`src/rtl/mtx_pkg.sv`:
```
// Purpose: Shared constants and types for the mask-test / xor / wait execution unit
// Assumes: 8-bit datapath, flags C Z S V D H
// Notes: Opcode values and cycle counts are defined here; the bench and checks also use literals
package mtx_pkg;

  // ---------------------------------------------------------------
  // Opcode ranges
  // ---------------------------------------------------------------
  localparam logic [7:0] MTX_OP_TST_CMPL_LO = 8'h62;
  localparam logic [7:0] MTX_OP_TST_CMPL_HI = 8'h66;
  localparam logic [7:0] MTX_OP_TST_MASK_LO = 8'h72;
  localparam logic [7:0] MTX_OP_TST_MASK_HI = 8'h76;
  localparam logic [7:0] MTX_OP_XOR_LO = 8'hb2;
  localparam logic [7:0] MTX_OP_XOR_HI = 8'hb6;
  localparam logic [7:0] MTX_OP_WAIT = 8'h3f;

  // Low nibble of each form
  localparam logic [3:0] MTX_FORM_RR = 4'h2;
  localparam logic [3:0] MTX_FORM_RIR = 4'h3;
  localparam logic [3:0] MTX_FORM_REGREG = 4'h4;
  localparam logic [3:0] MTX_FORM_IND = 4'h5;
  localparam logic [3:0] MTX_FORM_IMM = 4'h6;

  // ---------------------------------------------------------------
  // Timing and field positions
  // ---------------------------------------------------------------
  localparam logic [3:0] MTX_CYC_SHORT = 4'h4;
  localparam logic [3:0] MTX_CYC_LONG = 4'h6;
  localparam logic [3:0] MTX_CYC_WAIT_UNIT = 4'h4;
  localparam int MTX_SIGN_BIT = 7;
  localparam logic [5:0] MTX_FLAGS_RESET = 6'h00;

  // Flag vector, bit order C Z S V D H
  typedef struct packed {
    logic c;
    logic z;
    logic s;
    logic v;
    logic d;
    logic h;
  } mtx_flags_t;

  // Decoded instruction as offered by the decoder
  typedef struct packed {
    logic [7:0] opcode;
    logic [7:0] byte2;
    logic [7:0] byte3;
  } mtx_instr_t;

  // Register file write request
  typedef struct packed {
    logic we;
    logic [7:0] addr;
    logic [7:0] data;
  } mtx_wr_t;

  // Operation class
  typedef enum logic [1:0] {
    MTX_CLS_NONE,
    MTX_CLS_TST_CMPL,
    MTX_CLS_TST_MASK,
    MTX_CLS_XOR
  } mtx_cls_t;

endpackage

```
`src/rtl/mtx_logic_unit.sv`:
```
// Purpose: Combinational-to-register result stage for the logic operations
// Assumes: Operands valid in the cycle that go is high
// Notes: Result and flags come out of registers one cycle after go
`timescale 1ns/1ns
`default_nettype none
module mtx_logic_unit (
  // Clock and reset
  input wire logic sys_clk,
  input wire logic rst,
  // Request
  input wire logic go,
  input wire mtx_pkg::mtx_cls_t cls,
  input wire logic [7:0] dst_val,
  input wire logic [7:0] src_val,
  input wire mtx_pkg::mtx_flags_t flags_in,
  // Answer
  output logic [7:0] result_reg,
  output var mtx_pkg::mtx_flags_t flags_reg
);
  import mtx_pkg::*;

  // ---------------------------------------------------------------
  // Result computation
  // ---------------------------------------------------------------
  logic [7:0] res_next; // Raw result of the selected operation

  // Pick the operation
  always_comb begin
    case (cls)
      // (RL1) complement then mask
      MTX_CLS_TST_CMPL: res_next = (~dst_val) & src_val;
      // (RL3) plain mask
      MTX_CLS_TST_MASK: res_next = dst_val & src_val;
      // (RL5) bitwise difference
      MTX_CLS_XOR: res_next = dst_val ^ src_val;
      default: res_next = 8'h00;
    endcase
  end

  // Register result
  always_ff @(posedge sys_clk or posedge rst) begin
    if (rst) begin
      result_reg <= 8'h00;
    end else if (go) begin
      result_reg <= res_next;
    end
  end

  // (RL2) (RL4) (RL6) Z and S from result, V cleared, C D H kept
  always_ff @(posedge sys_clk or posedge rst) begin
    if (rst) begin
      flags_reg <= mtx_flags_t'(MTX_FLAGS_RESET);
    end else if (go) begin
      flags_reg.c <= flags_in.c;
      flags_reg.z <= (res_next == 8'h00);
      flags_reg.s <= res_next[MTX_SIGN_BIT];
      flags_reg.v <= 1'b0;
      flags_reg.d <= flags_in.d;
      flags_reg.h <= flags_in.h;
    end
  end

endmodule
`default_nettype wire

```
`src/rtl/mtx_exec.sv`:
```
// Purpose: Execution of mask tests, exclusive-OR and wait-for-interrupt
// Assumes: Decoder supplies opcode bytes and fetched operand values
// Notes: One request at a time; busy stays high until done
//
// Overview of operation
// (RL1) Complement destination, AND mask, flags only
// (RL2) Complement test: Z, S, V clear, 62-66
// (RL3) Mask test ANDs, flags only, no writes
// (RL4) Mask test flags; 4 or 6 cycles
// (RL5) XOR result written to destination
// (RL6) XOR flags Z S, V clear, B2-B6
// (RL7) Wait halts until interrupt, 4n cycles
// (RL8) Grant DMA requests while waiting
// (RL9) Source byte2, destination byte3; immediate reversed
`timescale 1ns/1ns
`default_nettype none
module mtx_exec (
  // Clock and reset
  input wire logic sys_clk,
  input wire logic rst,
  // Instruction from decoder
  input wire logic start,
  input wire mtx_pkg::mtx_instr_t instr,
  input wire logic [7:0] dst_val,
  input wire logic [7:0] src_val,
  input wire mtx_pkg::mtx_flags_t flags_in,
  // System events
  input wire logic irq,
  input wire logic dma_req,
  // Results
  output logic busy_reg,
  output logic done_reg,
  output logic flags_we_reg,
  output var mtx_pkg::mtx_flags_t flags_out,
  output var mtx_pkg::mtx_wr_t wr_reg,
  output logic [7:0] src_addr_reg,
  output logic [7:0] dst_addr_reg,
  output logic halted_reg,
  output logic dma_grant_reg
);
  import mtx_pkg::*;

  // ---------------------------------------------------------------
  // Decode helpers
  // ---------------------------------------------------------------
  // Class of an opcode, shared by decode and checks
  function automatic mtx_cls_t cls_of(input logic [7:0] op);
    if (op >= MTX_OP_TST_CMPL_LO && op <= MTX_OP_TST_CMPL_HI) begin
      return MTX_CLS_TST_CMPL;
    end else if (op >= MTX_OP_TST_MASK_LO && op <= MTX_OP_TST_MASK_HI) begin
      return MTX_CLS_TST_MASK;
    end else if (op >= MTX_OP_XOR_LO && op <= MTX_OP_XOR_HI) begin
      return MTX_CLS_XOR;
    end
    return MTX_CLS_NONE;
  endfunction

  // Cycle count of a form
  function automatic logic [3:0] cyc_of(input logic [7:0] op);
    if (op[3:0] == MTX_FORM_RR) begin
      return MTX_CYC_SHORT;
    end
    return MTX_CYC_LONG;
  endfunction

  typedef enum logic [1:0] {
    ST_IDLE,
    ST_RUN,
    ST_WAIT
  } mtx_state_t;

  mtx_state_t state_reg; // Sequencer state
  mtx_cls_t cls_in; // Class of incoming opcode
  mtx_cls_t cls_reg; // Class of current instruction
  logic [3:0] cnt_reg; // Cycles left in current step
  logic [7:0] daddr_reg; // Destination for the write
  logic go; // Launch the logic unit
  logic [7:0] res_w; // Result from logic unit
  logic irq_seen_reg; // Interrupt came during current 4-cycle slot

  assign cls_in = cls_of(instr.opcode);
  assign go = start && (state_reg == ST_IDLE) && (cls_in != MTX_CLS_NONE);

  // ---------------------------------------------------------------
  // Logic unit
  // ---------------------------------------------------------------
  mtx_logic_unit u_logic (
    .sys_clk(sys_clk),
    .rst(rst),
    .go(go),
    .cls(cls_in),
    .dst_val(dst_val),
    .src_val(src_val),
    .flags_in(flags_in),
    .result_reg(res_w),
    .flags_reg(flags_out)
  );

  // ---------------------------------------------------------------
  // Sequencer
  // ---------------------------------------------------------------
  // Counts out the documented cycles, then pulses done
  always_ff @(posedge sys_clk or posedge rst) begin
    if (rst) begin
      state_reg <= ST_IDLE;
      cnt_reg <= 4'h0;
      cls_reg <= MTX_CLS_NONE;
    end else begin
      case (state_reg)
        ST_IDLE: begin
          if (go) begin
            // (RL4) two-byte RR form 4 cycles, all others including two-byte RIR 6
            state_reg <= ST_RUN;
            cnt_reg <= cyc_of(instr.opcode) - 4'h1;
            cls_reg <= cls_in;
          end else if (start && instr.opcode == MTX_OP_WAIT) begin
            // (RL7) wait proceeds in 4-cycle slots
            state_reg <= ST_WAIT;
            cnt_reg <= MTX_CYC_WAIT_UNIT - 4'h1;
          end
        end
        ST_RUN: begin
          if (cnt_reg == 4'h1) begin
            state_reg <= ST_IDLE;
          end
          cnt_reg <= cnt_reg - 4'h1;
        end
        ST_WAIT: begin
          // (RL7) release only at a slot end after an interrupt
          if (cnt_reg == 4'h1) begin
            if (irq || irq_seen_reg) begin
              state_reg <= ST_IDLE;
            end
          end
          cnt_reg <= (cnt_reg == 4'h1) ? MTX_CYC_WAIT_UNIT : cnt_reg - 4'h1;
        end
        default: state_reg <= ST_IDLE;
      endcase
    end
  end

  // Interrupt memory within a wait slot so a short pulse is not lost
  always_ff @(posedge sys_clk or posedge rst) begin
    if (rst) begin
      irq_seen_reg <= 1'b0;
    end else if (state_reg != ST_WAIT || cnt_reg == 4'h1) begin
      irq_seen_reg <= 1'b0;
    end else if (irq) begin
      irq_seen_reg <= 1'b1;
    end
  end

  // Status outputs
  always_ff @(posedge sys_clk or posedge rst) begin
    if (rst) begin
      busy_reg <= 1'b0;
      done_reg <= 1'b0;
      halted_reg <= 1'b0;
    end else begin
      busy_reg <= (state_reg == ST_IDLE) ? (go || (start && instr.opcode == MTX_OP_WAIT))
                                         : !(cnt_reg == 4'h1 &&
                                             (state_reg == ST_RUN || irq || irq_seen_reg));
      done_reg <= (cnt_reg == 4'h1) &&
                  (state_reg == ST_RUN || (state_reg == ST_WAIT && (irq || irq_seen_reg)));
      halted_reg <= (state_reg == ST_IDLE) ? (start && instr.opcode == MTX_OP_WAIT && !go)
                                           : (state_reg == ST_WAIT) &&
                                             !(cnt_reg == 4'h1 && (irq || irq_seen_reg));
    end
  end

  // (RL8) DMA grant follows request while halted
  always_ff @(posedge sys_clk or posedge rst) begin
    if (rst) begin
      dma_grant_reg <= 1'b0;
    end else begin
      dma_grant_reg <= dma_req && (state_reg == ST_WAIT);
    end
  end

  // (RL9) operand addresses by form
  always_ff @(posedge sys_clk or posedge rst) begin
    if (rst) begin
      src_addr_reg <= 8'h00;
      dst_addr_reg <= 8'h00;
      daddr_reg <= 8'h00;
    end else if (go) begin
      if (instr.opcode[3:0] == MTX_FORM_IMM) begin
        dst_addr_reg <= instr.byte2;
        src_addr_reg <= instr.byte3;
        daddr_reg <= instr.byte2;
      end else if (instr.opcode[3:0] == MTX_FORM_REGREG ||
                   instr.opcode[3:0] == MTX_FORM_IND) begin
        src_addr_reg <= instr.byte2;
        dst_addr_reg <= instr.byte3;
        daddr_reg <= instr.byte3;
      end else begin
        // Two-byte forms: destination high nibble, source low nibble
        dst_addr_reg <= {4'h0, instr.byte2[7:4]};
        src_addr_reg <= {4'h0, instr.byte2[3:0]};
        daddr_reg <= {4'h0, instr.byte2[7:4]};
      end
    end
  end

  // Flag write strobe at completion of a logic operation
  always_ff @(posedge sys_clk or posedge rst) begin
    if (rst) begin
      flags_we_reg <= 1'b0;
    end else begin
      // (RL7) wait never touches flags
      flags_we_reg <= (state_reg == ST_RUN) && (cnt_reg == 4'h1);
    end
  end

  // (RL5) destination write only for XOR; (RL1) (RL3) tests write nothing
  always_ff @(posedge sys_clk or posedge rst) begin
    if (rst) begin
      wr_reg <= '0;
    end else begin
      wr_reg.we <= (state_reg == ST_RUN) && (cnt_reg == 4'h1) && (cls_reg == MTX_CLS_XOR);
      wr_reg.addr <= daddr_reg;
      wr_reg.data <= res_w;
    end
  end

  // ---------------------------------------------------------------
  // Checks
  // ---------------------------------------------------------------
  a_tests_no_write: assert property (@(posedge sys_clk) disable iff (rst) // (RL3)
    wr_reg.we |-> $past(cls_reg) == MTX_CLS_XOR)
    else $error("destination written by a test operation");

  a_short_form_len: assert property (@(posedge sys_clk) disable iff (rst) // (RL4)
    (go && instr.opcode[3:0] == MTX_FORM_RR) |=> busy_reg ##3 done_reg)
    else $error("two-byte form not done in 4 cycles");

  a_long_form_len: assert property (@(posedge sys_clk) disable iff (rst) // (RL4)
    (go && instr.opcode[3:0] != MTX_FORM_RR) |=> !done_reg [*5] ##1 done_reg)
    else $error("long form not done in 6 cycles");

  a_v_cleared: assert property (@(posedge sys_clk) disable iff (rst) // (RL2)
    flags_we_reg |-> !flags_out.v)
    else $error("overflow flag not cleared");

  a_zero_flag: assert property (@(posedge sys_clk) disable iff (rst) // (RL6)
    wr_reg.we |-> (flags_out.z == (wr_reg.data == 8'h00)) && flags_out.s == wr_reg.data[7])
    else $error("Z or S does not match written result");

  a_cmpl_result: assert property (@(posedge sys_clk) disable iff (rst) // (RL1)
    (go && cls_in == MTX_CLS_TST_CMPL) |=>
      flags_out.z == ((~$past(dst_val) & $past(src_val)) == 8'h00))
    else $error("complement test Z wrong");

  a_dma_in_wait: assert property (@(posedge sys_clk) disable iff (rst) // (RL8)
    (state_reg == ST_WAIT && dma_req) |=> dma_grant_reg)
    else $error("DMA not granted while waiting");

  a_wait_no_flags: assert property (@(posedge sys_clk) disable iff (rst) // (RL7)
    (state_reg == ST_WAIT) |-> !flags_we_reg)
    else $error("flags written during wait");

  a_imm_dst_first: assert property (@(posedge sys_clk) disable iff (rst) // (RL9)
    (go && instr.opcode[3:0] == MTX_FORM_IMM) |=> dst_addr_reg == $past(instr.byte2))
    else $error("immediate form destination not from byte2");

endmodule
`default_nettype wire

```
`config.mk`:
```
export PLATFORM = sky130hd
export DESIGN_NAME = mtx_exec
export DESIGN_NICKNAME = d
export VERILOG_FILES = /design/src/rtl/mtx_pkg.sv /design/src/rtl/mtx_logic_unit.sv /design/src/rtl/mtx_exec.sv
export SDC_FILE = /design/constraint.sdc
export NUM_CORES = 1
export LEC_CHECK = 0
export BUFFER_PORTS_ARGS = -buffer_cell sky130_fd_sc_hd__buf_4
export CAP_MARGIN = 20
export CORE_ASPECT_RATIO = 2
export CORE_MARGIN = 5
export CORE_UTILIZATION = 50
export DETAILED_ROUTE_END_ITERATION = 6
export PLACE_DENSITY = 0.84
export RECOVER_POWER = 100
export SYNTH_ARGS = -nofsm -noshare
export SYNTH_HDL_FRONTEND = slang
export SYNTH_SLANG_ARGS = --single-unit
```
`constraint.sdc`:
```
create_clock -name sys_clk -period 2.7 [get_ports sys_clk]
set_clock_uncertainty 0.05 [all_clocks]
set_input_delay 0.27 -clock sys_clk [delete_from_list [all_inputs] [get_ports sys_clk]]
set_output_delay 0.27 -clock sys_clk [all_outputs]
set_load 0.005 [all_outputs]
```
==> metrics, run 1 <==
total track usage 0.222; Die X 64.8 µm; routability cong. 0.871; Layout area overhead 33.1%; TritonCTS clock tree yes; Post-Place Cells 444; via count 2677; Placed Area 3710 µm²; Static Leak 0.00190 µW; Worst Path Required 2.84 ns; startpoint types register; post-route cell area 4000 µm²; Seq cells post-synth 59; Die Area 7760 µm²; Ys Warns 0; Pwr Total 3600 µW; status complete, no violations; H-tree lvl count 3; WL/cell 17.9 µm; clk_lat worst skew 0.32 ns; number of global-route vias before repair 2732; Post-Layout Cell Count 461; total congestion overflow 0; first drt pass iteration count 4; first-pass GRT wire length 13200 µm; total of max-cap violations 0; Hold Crit Start flags_in[1]; hold crit path type input port to register; Post-synth EDFFs 0; initial antenna violation count 0; HPWL Detailed 6090 µm; crit-path max FO 19; Longest Clk Path Bufs 2; Post-route DRC 0; layout net count 450; Final setup viols 0; Mapped Cells 299; post-synthesis sequential area ratio 0.491; FP Rows 40; root buffer cell clkbuf_16; Main synth FF type dfrtp_1; max reg flops 17; count of cell types in the netlist 58; synthesized cell area 3010 µm²; RSZ-0062 raised after global routing no; port bufs 90; critical path capture point type register; Critical Path AT 2.41 ns; PwrDens 900 nW/µm²; Max IR drop VDD 438 µV; n_diodes 0; reg2reg path depth 8; syn_area_per_cell 10.1 µm²; total CTS buffers 9; Tmin final 2.27 ns; share of cells above drive strength 1 0.291; drt total wl 8250 µm; die height 120 µm; # IOs 95; Max Freq 440 MHz; critical path class register to register; Post-CTS Resized 0; CORE AREA 5960 µm²; setup TNS 0 ns; Slew headroom 0.248; Syn Nets 356; clk slew on worst S/H paths 0.05 ns; period utilisation layout 0.842; Vias/cell 5.81; DR iter-0 viols 133; worst slew pin tran 1.13 ns; largest net degree at the start of global routing 22; endpoints failing hold 0; Initial Utilization 0.505; Slew Viols, Final 0; clock sinks 59; asr flop ratio synth 1.00; cell depth of the worst min-delay path 3; Worst R2R Start state_reg[0]; Final ANT Viol Nets 0; CP startpoint state_reg[0]
## logic make-up (layout without fill, tap and decap cells)
family | Yosys count | count (layout) | synth area share
other | 1 | 1 | 0.00125
XOR/XNOR | 1 | 1 | 0.00291
buffers and inverters | 28 | 127 | 0.0479
multiplexers | 13 | 13 | 0.0470
adder cells (fa/ha/maj) | 6 | 6 | 0.0250
flip-flops | 59 | 59 | 0.491
AND/OR/NAND/NOR | 118 | 118 | 0.218
AO/OA/AOI/OAI | 73 | 73 | 0.167
## path summary, 6_finish.rpt
check                                       endpoint  slack (ns)
worst max-delay path                 src_addr_reg[3]        0.43
worst min-delay path            u_logic.flags_reg[1]        0.09
worst max register to register       src_addr_reg[3]        0.43
worst min register to register             wr_reg[4]        0.33
max in group asynchronous                 cnt_reg[2]        0.52
min in group asynchronous       u_logic.flags_reg[0]        0.60
## layer usage
layer / GRT usage / routed length (µm) / vias to the layer above
met5: 0 / 0 / -
met4: 0.128 / 392 / 0
met3: 0.0487 / 419 / 28
met2: 0.405 / 4590 / 111
met1: 0.221 / 2850 / 1294
li1: - / - / 1244
## per-stage QoR
stage          setup WS [ns]  utilization  hold slack [ns]
3_5_place_dp           0.583        0.623            0.247
4_1_cts                0.514        0.682           0.0812
3_3_place_gp           0.654        0.623            0.238
6_report               0.426        0.672           0.0877
5_1_grt                0.171        0.672            0.104
2_1_floorplan          0.884            -            0.304
## cells in the mapped netlist, drive strengths merged (3+ instances only)
master / count / share of area
a22o: 3 / 0.0087
ha: 6 / 0.025
a31oi: 6 / 0.012
mux2: 3 / 0.014
buf: 10 / 0.025
or4: 3 / 0.0075
o21ai: 21 / 0.035
a21boi: 3 / 0.010
nand2: 27 / 0.035
a221oi: 9 / 0.028
or3: 6 / 0.012
a32oi: 3 / 0.0087
and2: 8 / 0.017
nand3: 3 / 0.0050
nor3: 8 / 0.019
dfrtp: 59 / 0.49
a22oi: 3 / 0.0092
mux2i: 10 / 0.033
nor2b: 9 / 0.019
inv: 15 / 0.019
clkbuf: 3 / 0.0037
nor2: 38 / 0.050
a21oi: 16 / 0.028
## cell type report
class,instances,area [µm²]
Clock buffer,13,270
Clock inverter,3,68.8
Fill cell,491,1960
Inverter,15,56.3
Multi-Input combinational cell,212,1360
Sequential cell,59,1480
Tap cell,63,78.8
Timing Repair Buffer,96,687
## placed cells by master (no fill, tap or decap), drive strengths merged, types with 3 or more instances in the layout
master  count
clkbuf     60
or3         6
mux2        3
ha          6
a22oi       3
a31oi       6
nor2b       9
dfrtp      59
o21ai      21
a21oi      16
a221oi      9
mux2i      10
buf        48
a21boi      3
and2        8
a32oi       3
or4         3
a22o        3
nor3        8
nand2      27
inv        15
nand3       3
nor2       38
## timing repair
item,4_1_cts,5_1_grt
buffers inserted,0,0
hold buffers,1,0
hold endpoints to repair,19,0
## worst max-delay path, cell delays in order (launching register included)
cell,delay [ns]
dfrtp_1,0.44
inv_1,0.12
ha_1,0.30
nand2_1,0.13
nor3_4,0.24
nand2_2,0.29
clkbuf_2,0.34
nand2_1,0.12
o21ai_0,0.10
## power breakdown
| part | switching [µW] | internal [µW] |
|---|---|---|
| sequential | 186 | 1210 |
| combinational | 451 | 478 |
| clock | 387 | 884 |
No activity file was read; power rests on OpenSTA's default activity.
==> run 2, diff against run 1 <==
CORE_UTILIZATION = 46   (was 50)
PLACE_DENSITY = 0.81   (was 0.84)
clock period = 1.8 ns   (was 2.7 ns; I/O delays follow)
==> metrics, run 2 (synthesis results as in run 1) <==
status complete, but fails checks (was complete, no violations); failing checks negative setup slack; worst reg2reg path endpoint state_reg[0] (was src_addr_reg[3]); # IOs 95 (unchanged); HPWL Detailed 6190 µm (was 6090 µm); M2 GR Usage 0.382 (was 0.405); clk_lat worst skew 0.32 ns (about the same); Initial Utilization 0.472 (was 0.505); layout net count 471 (was 450); startpoint types register (unchanged); Die X 67.2 µm (was 64.8 µm); Slew Viols, Final 0 (unchanged); GR Layer Usage met1 0.193 (was 0.221); crit path capture state_reg[0] (was src_addr_reg[3]); FP Rows 41 (was 40); Max IR drop VDD 624 µV (was 438 µV); CP startpoint cnt_reg[1] (was state_reg[0]); Worst R2R Start cnt_reg[1] (was state_reg[0]); Tmin final 1.81 ns (was 2.27 ns); PwrDens 1270 nW/µm² (was 900 nW/µm²); Post-Layout Cell Count 503 (was 461); hold crit path type input port to register (unchanged); drt total wl 8440 µm (was 8250 µm); routability cong. 0.888 (was 0.871); Worst Path Required 1.96 ns (was 2.84 ns); reg2reg path depth 7 (was 8); busiest metal layer after global routing met2 (unchanged); number of global-route vias before repair 2798 (was 2732); first-pass GRT wire length 13000 µm (was 13200 µm); RSZ-0062 raised after global routing yes (was no); met3 GRT Util 0.0451 (was 0.0487); Final ANT Viol Nets 0 (unchanged); Slew headroom 0.475 (was 0.248); worst slew pin tran 0.787 ns (was 1.13 ns); die height 124 µm (was 120 µm); total of max-cap violations 0 (unchanged); Die Area 8350 µm² (was 7760 µm²); total CTS buffers 9 (unchanged); WL/cell 16.8 µm (was 17.9 µm); Critical Path AT 1.97 ns (was 2.41 ns); post-route cell area 4230 µm² (was 4000 µm²); commonest cells after routing, fill and taps aside buf_4 (68), dfrtp_1 (59), nor2_1 (37), clkbuf_4 (33), nand2_1 (25) (was dfrtp_1 (59), buf_4 (48), nor2_1 (38), clkbuf_4 (37), nand2_1 (26)); total congestion overflow 0 (unchanged); period utilisation layout 1.01 (was 0.842); CORE AREA 6360 µm² (was 5960 µm²); via count 2759 (was 2677); TritonCTS clock tree yes (unchanged); critical path capture point type register (unchanged); H-tree lvl count 3 (unchanged); Layout area overhead 40.7% (was 33.1%); largest net degree at the start of global routing 39 (was 22); leading cell type in the layout, fill and taps excluded buf_4 (was dfrtp_1); first drt pass iteration count 4 (unchanged); Longest Clk Path Bufs 2 (unchanged); critical path class register to register (unchanged); clk slew on worst S/H paths 0.05 ns (about the same); Final setup viols 2 (was 0); Max Freq 552 MHz (was 440 MHz); Placed Area 3870 µm² (was 3710 µm²); max reg flops 17 (unchanged); Final WS setup -0.0109 ns (was 0.426 ns); total track usage 0.206 (was 0.222); endpoints failing hold 0 (unchanged); n_diodes 0 (unchanged); Layout Utilization 0.665 (was 0.672); share of cells above drive strength 1 0.350 (was 0.291); Post-Place Cells 481 (was 444); Post-route DRC 0 (unchanged); r2r setup slk -0.01 ns (was 0.43 ns); initial antenna violation count 0 (unchanged); Static Leak 0.00201 µW (was 0.00190 µW); root buffer cell clkbuf_16 (unchanged); clock sinks 59 (unchanged); DR iter-0 viols 162 (was 133); Pwr Total 5360 µW (was 3600 µW); Vias/cell 5.49 (was 5.81); port bufs 90 (unchanged); crit-path max FO 4 (was 19)
-- run 2: cell type report --
| class | count | area, µm² |
|---|---|---|
| inverters | 15 | 56.3 |
| fillers | 532 | 2130 |
| well taps | 86 | 108 |
| multi-input cells | 212 | 1450 |
| repair buffers | 117 | 861 |
| flip-flops and latches | 59 | 1480 |
| clock buffers | 11 | 243 |
| clock inverters | 3 | 40.0 |
-- run 2: where the power goes --
group	switching [µW]	internal, µW
registers	264	1820
clock network	541	1080
logic	764	885
-- run 2: worst min path at each step --
stage / start / end / slack [ns] / cells after the start
finish: flags_in[1] / u_logic.flags_reg[1] / 0.02 / 3
global route: dma_req / dma_grant_reg / 0.04 / 2
CTS: flags_in[1] / u_logic.flags_reg[1] / 0.009 / 3
detailed placement: rst / wr_reg[12] / 0.18 / 2
global placement: rst / wr_reg[14] / 0.18 / 2
floorplan: flags_in[0] / u_logic.flags_reg[0] / 0.24 / 2
-- run 2: layer usage --
layer  wire, µm  vias up
met2       4860      103
li1           -     1286
met1       2870     1349
met5          0        -
met3        438       21
met4        273        0
-- run 2: through the flow --
step	setup WS, ns	setup TNS [ns]	hold WS [ns]
floorplan	0.000721	0	0.235
global placement	0.00822	0	0.178
detailed placement	-0.0305	-0.0371	0.180
CTS	0.00381	0	0.00876
global route	-0.100	-2.21	0.0386
finish	-0.0109	-0.0178	0.0159
-- run 2: critical path, cell delays in order, from the launching register on --
cell	delay, ns
dfrtp_1	0.38
inv_2	0.08
ha_4	0.12
or3b_4	0.39
o21ai_2	0.17
a21boi_4	0.21
nand2_1	0.07
a22o_1	0.21
-- run 2: what timing repair did --
action,CTS,global route
setup buffers,1,4
hold endpoints to repair,23,0
pin swaps,1,5
gates resized for setup,4,12
hold buffers,3,0
endpoints found under the setup margin,3,32
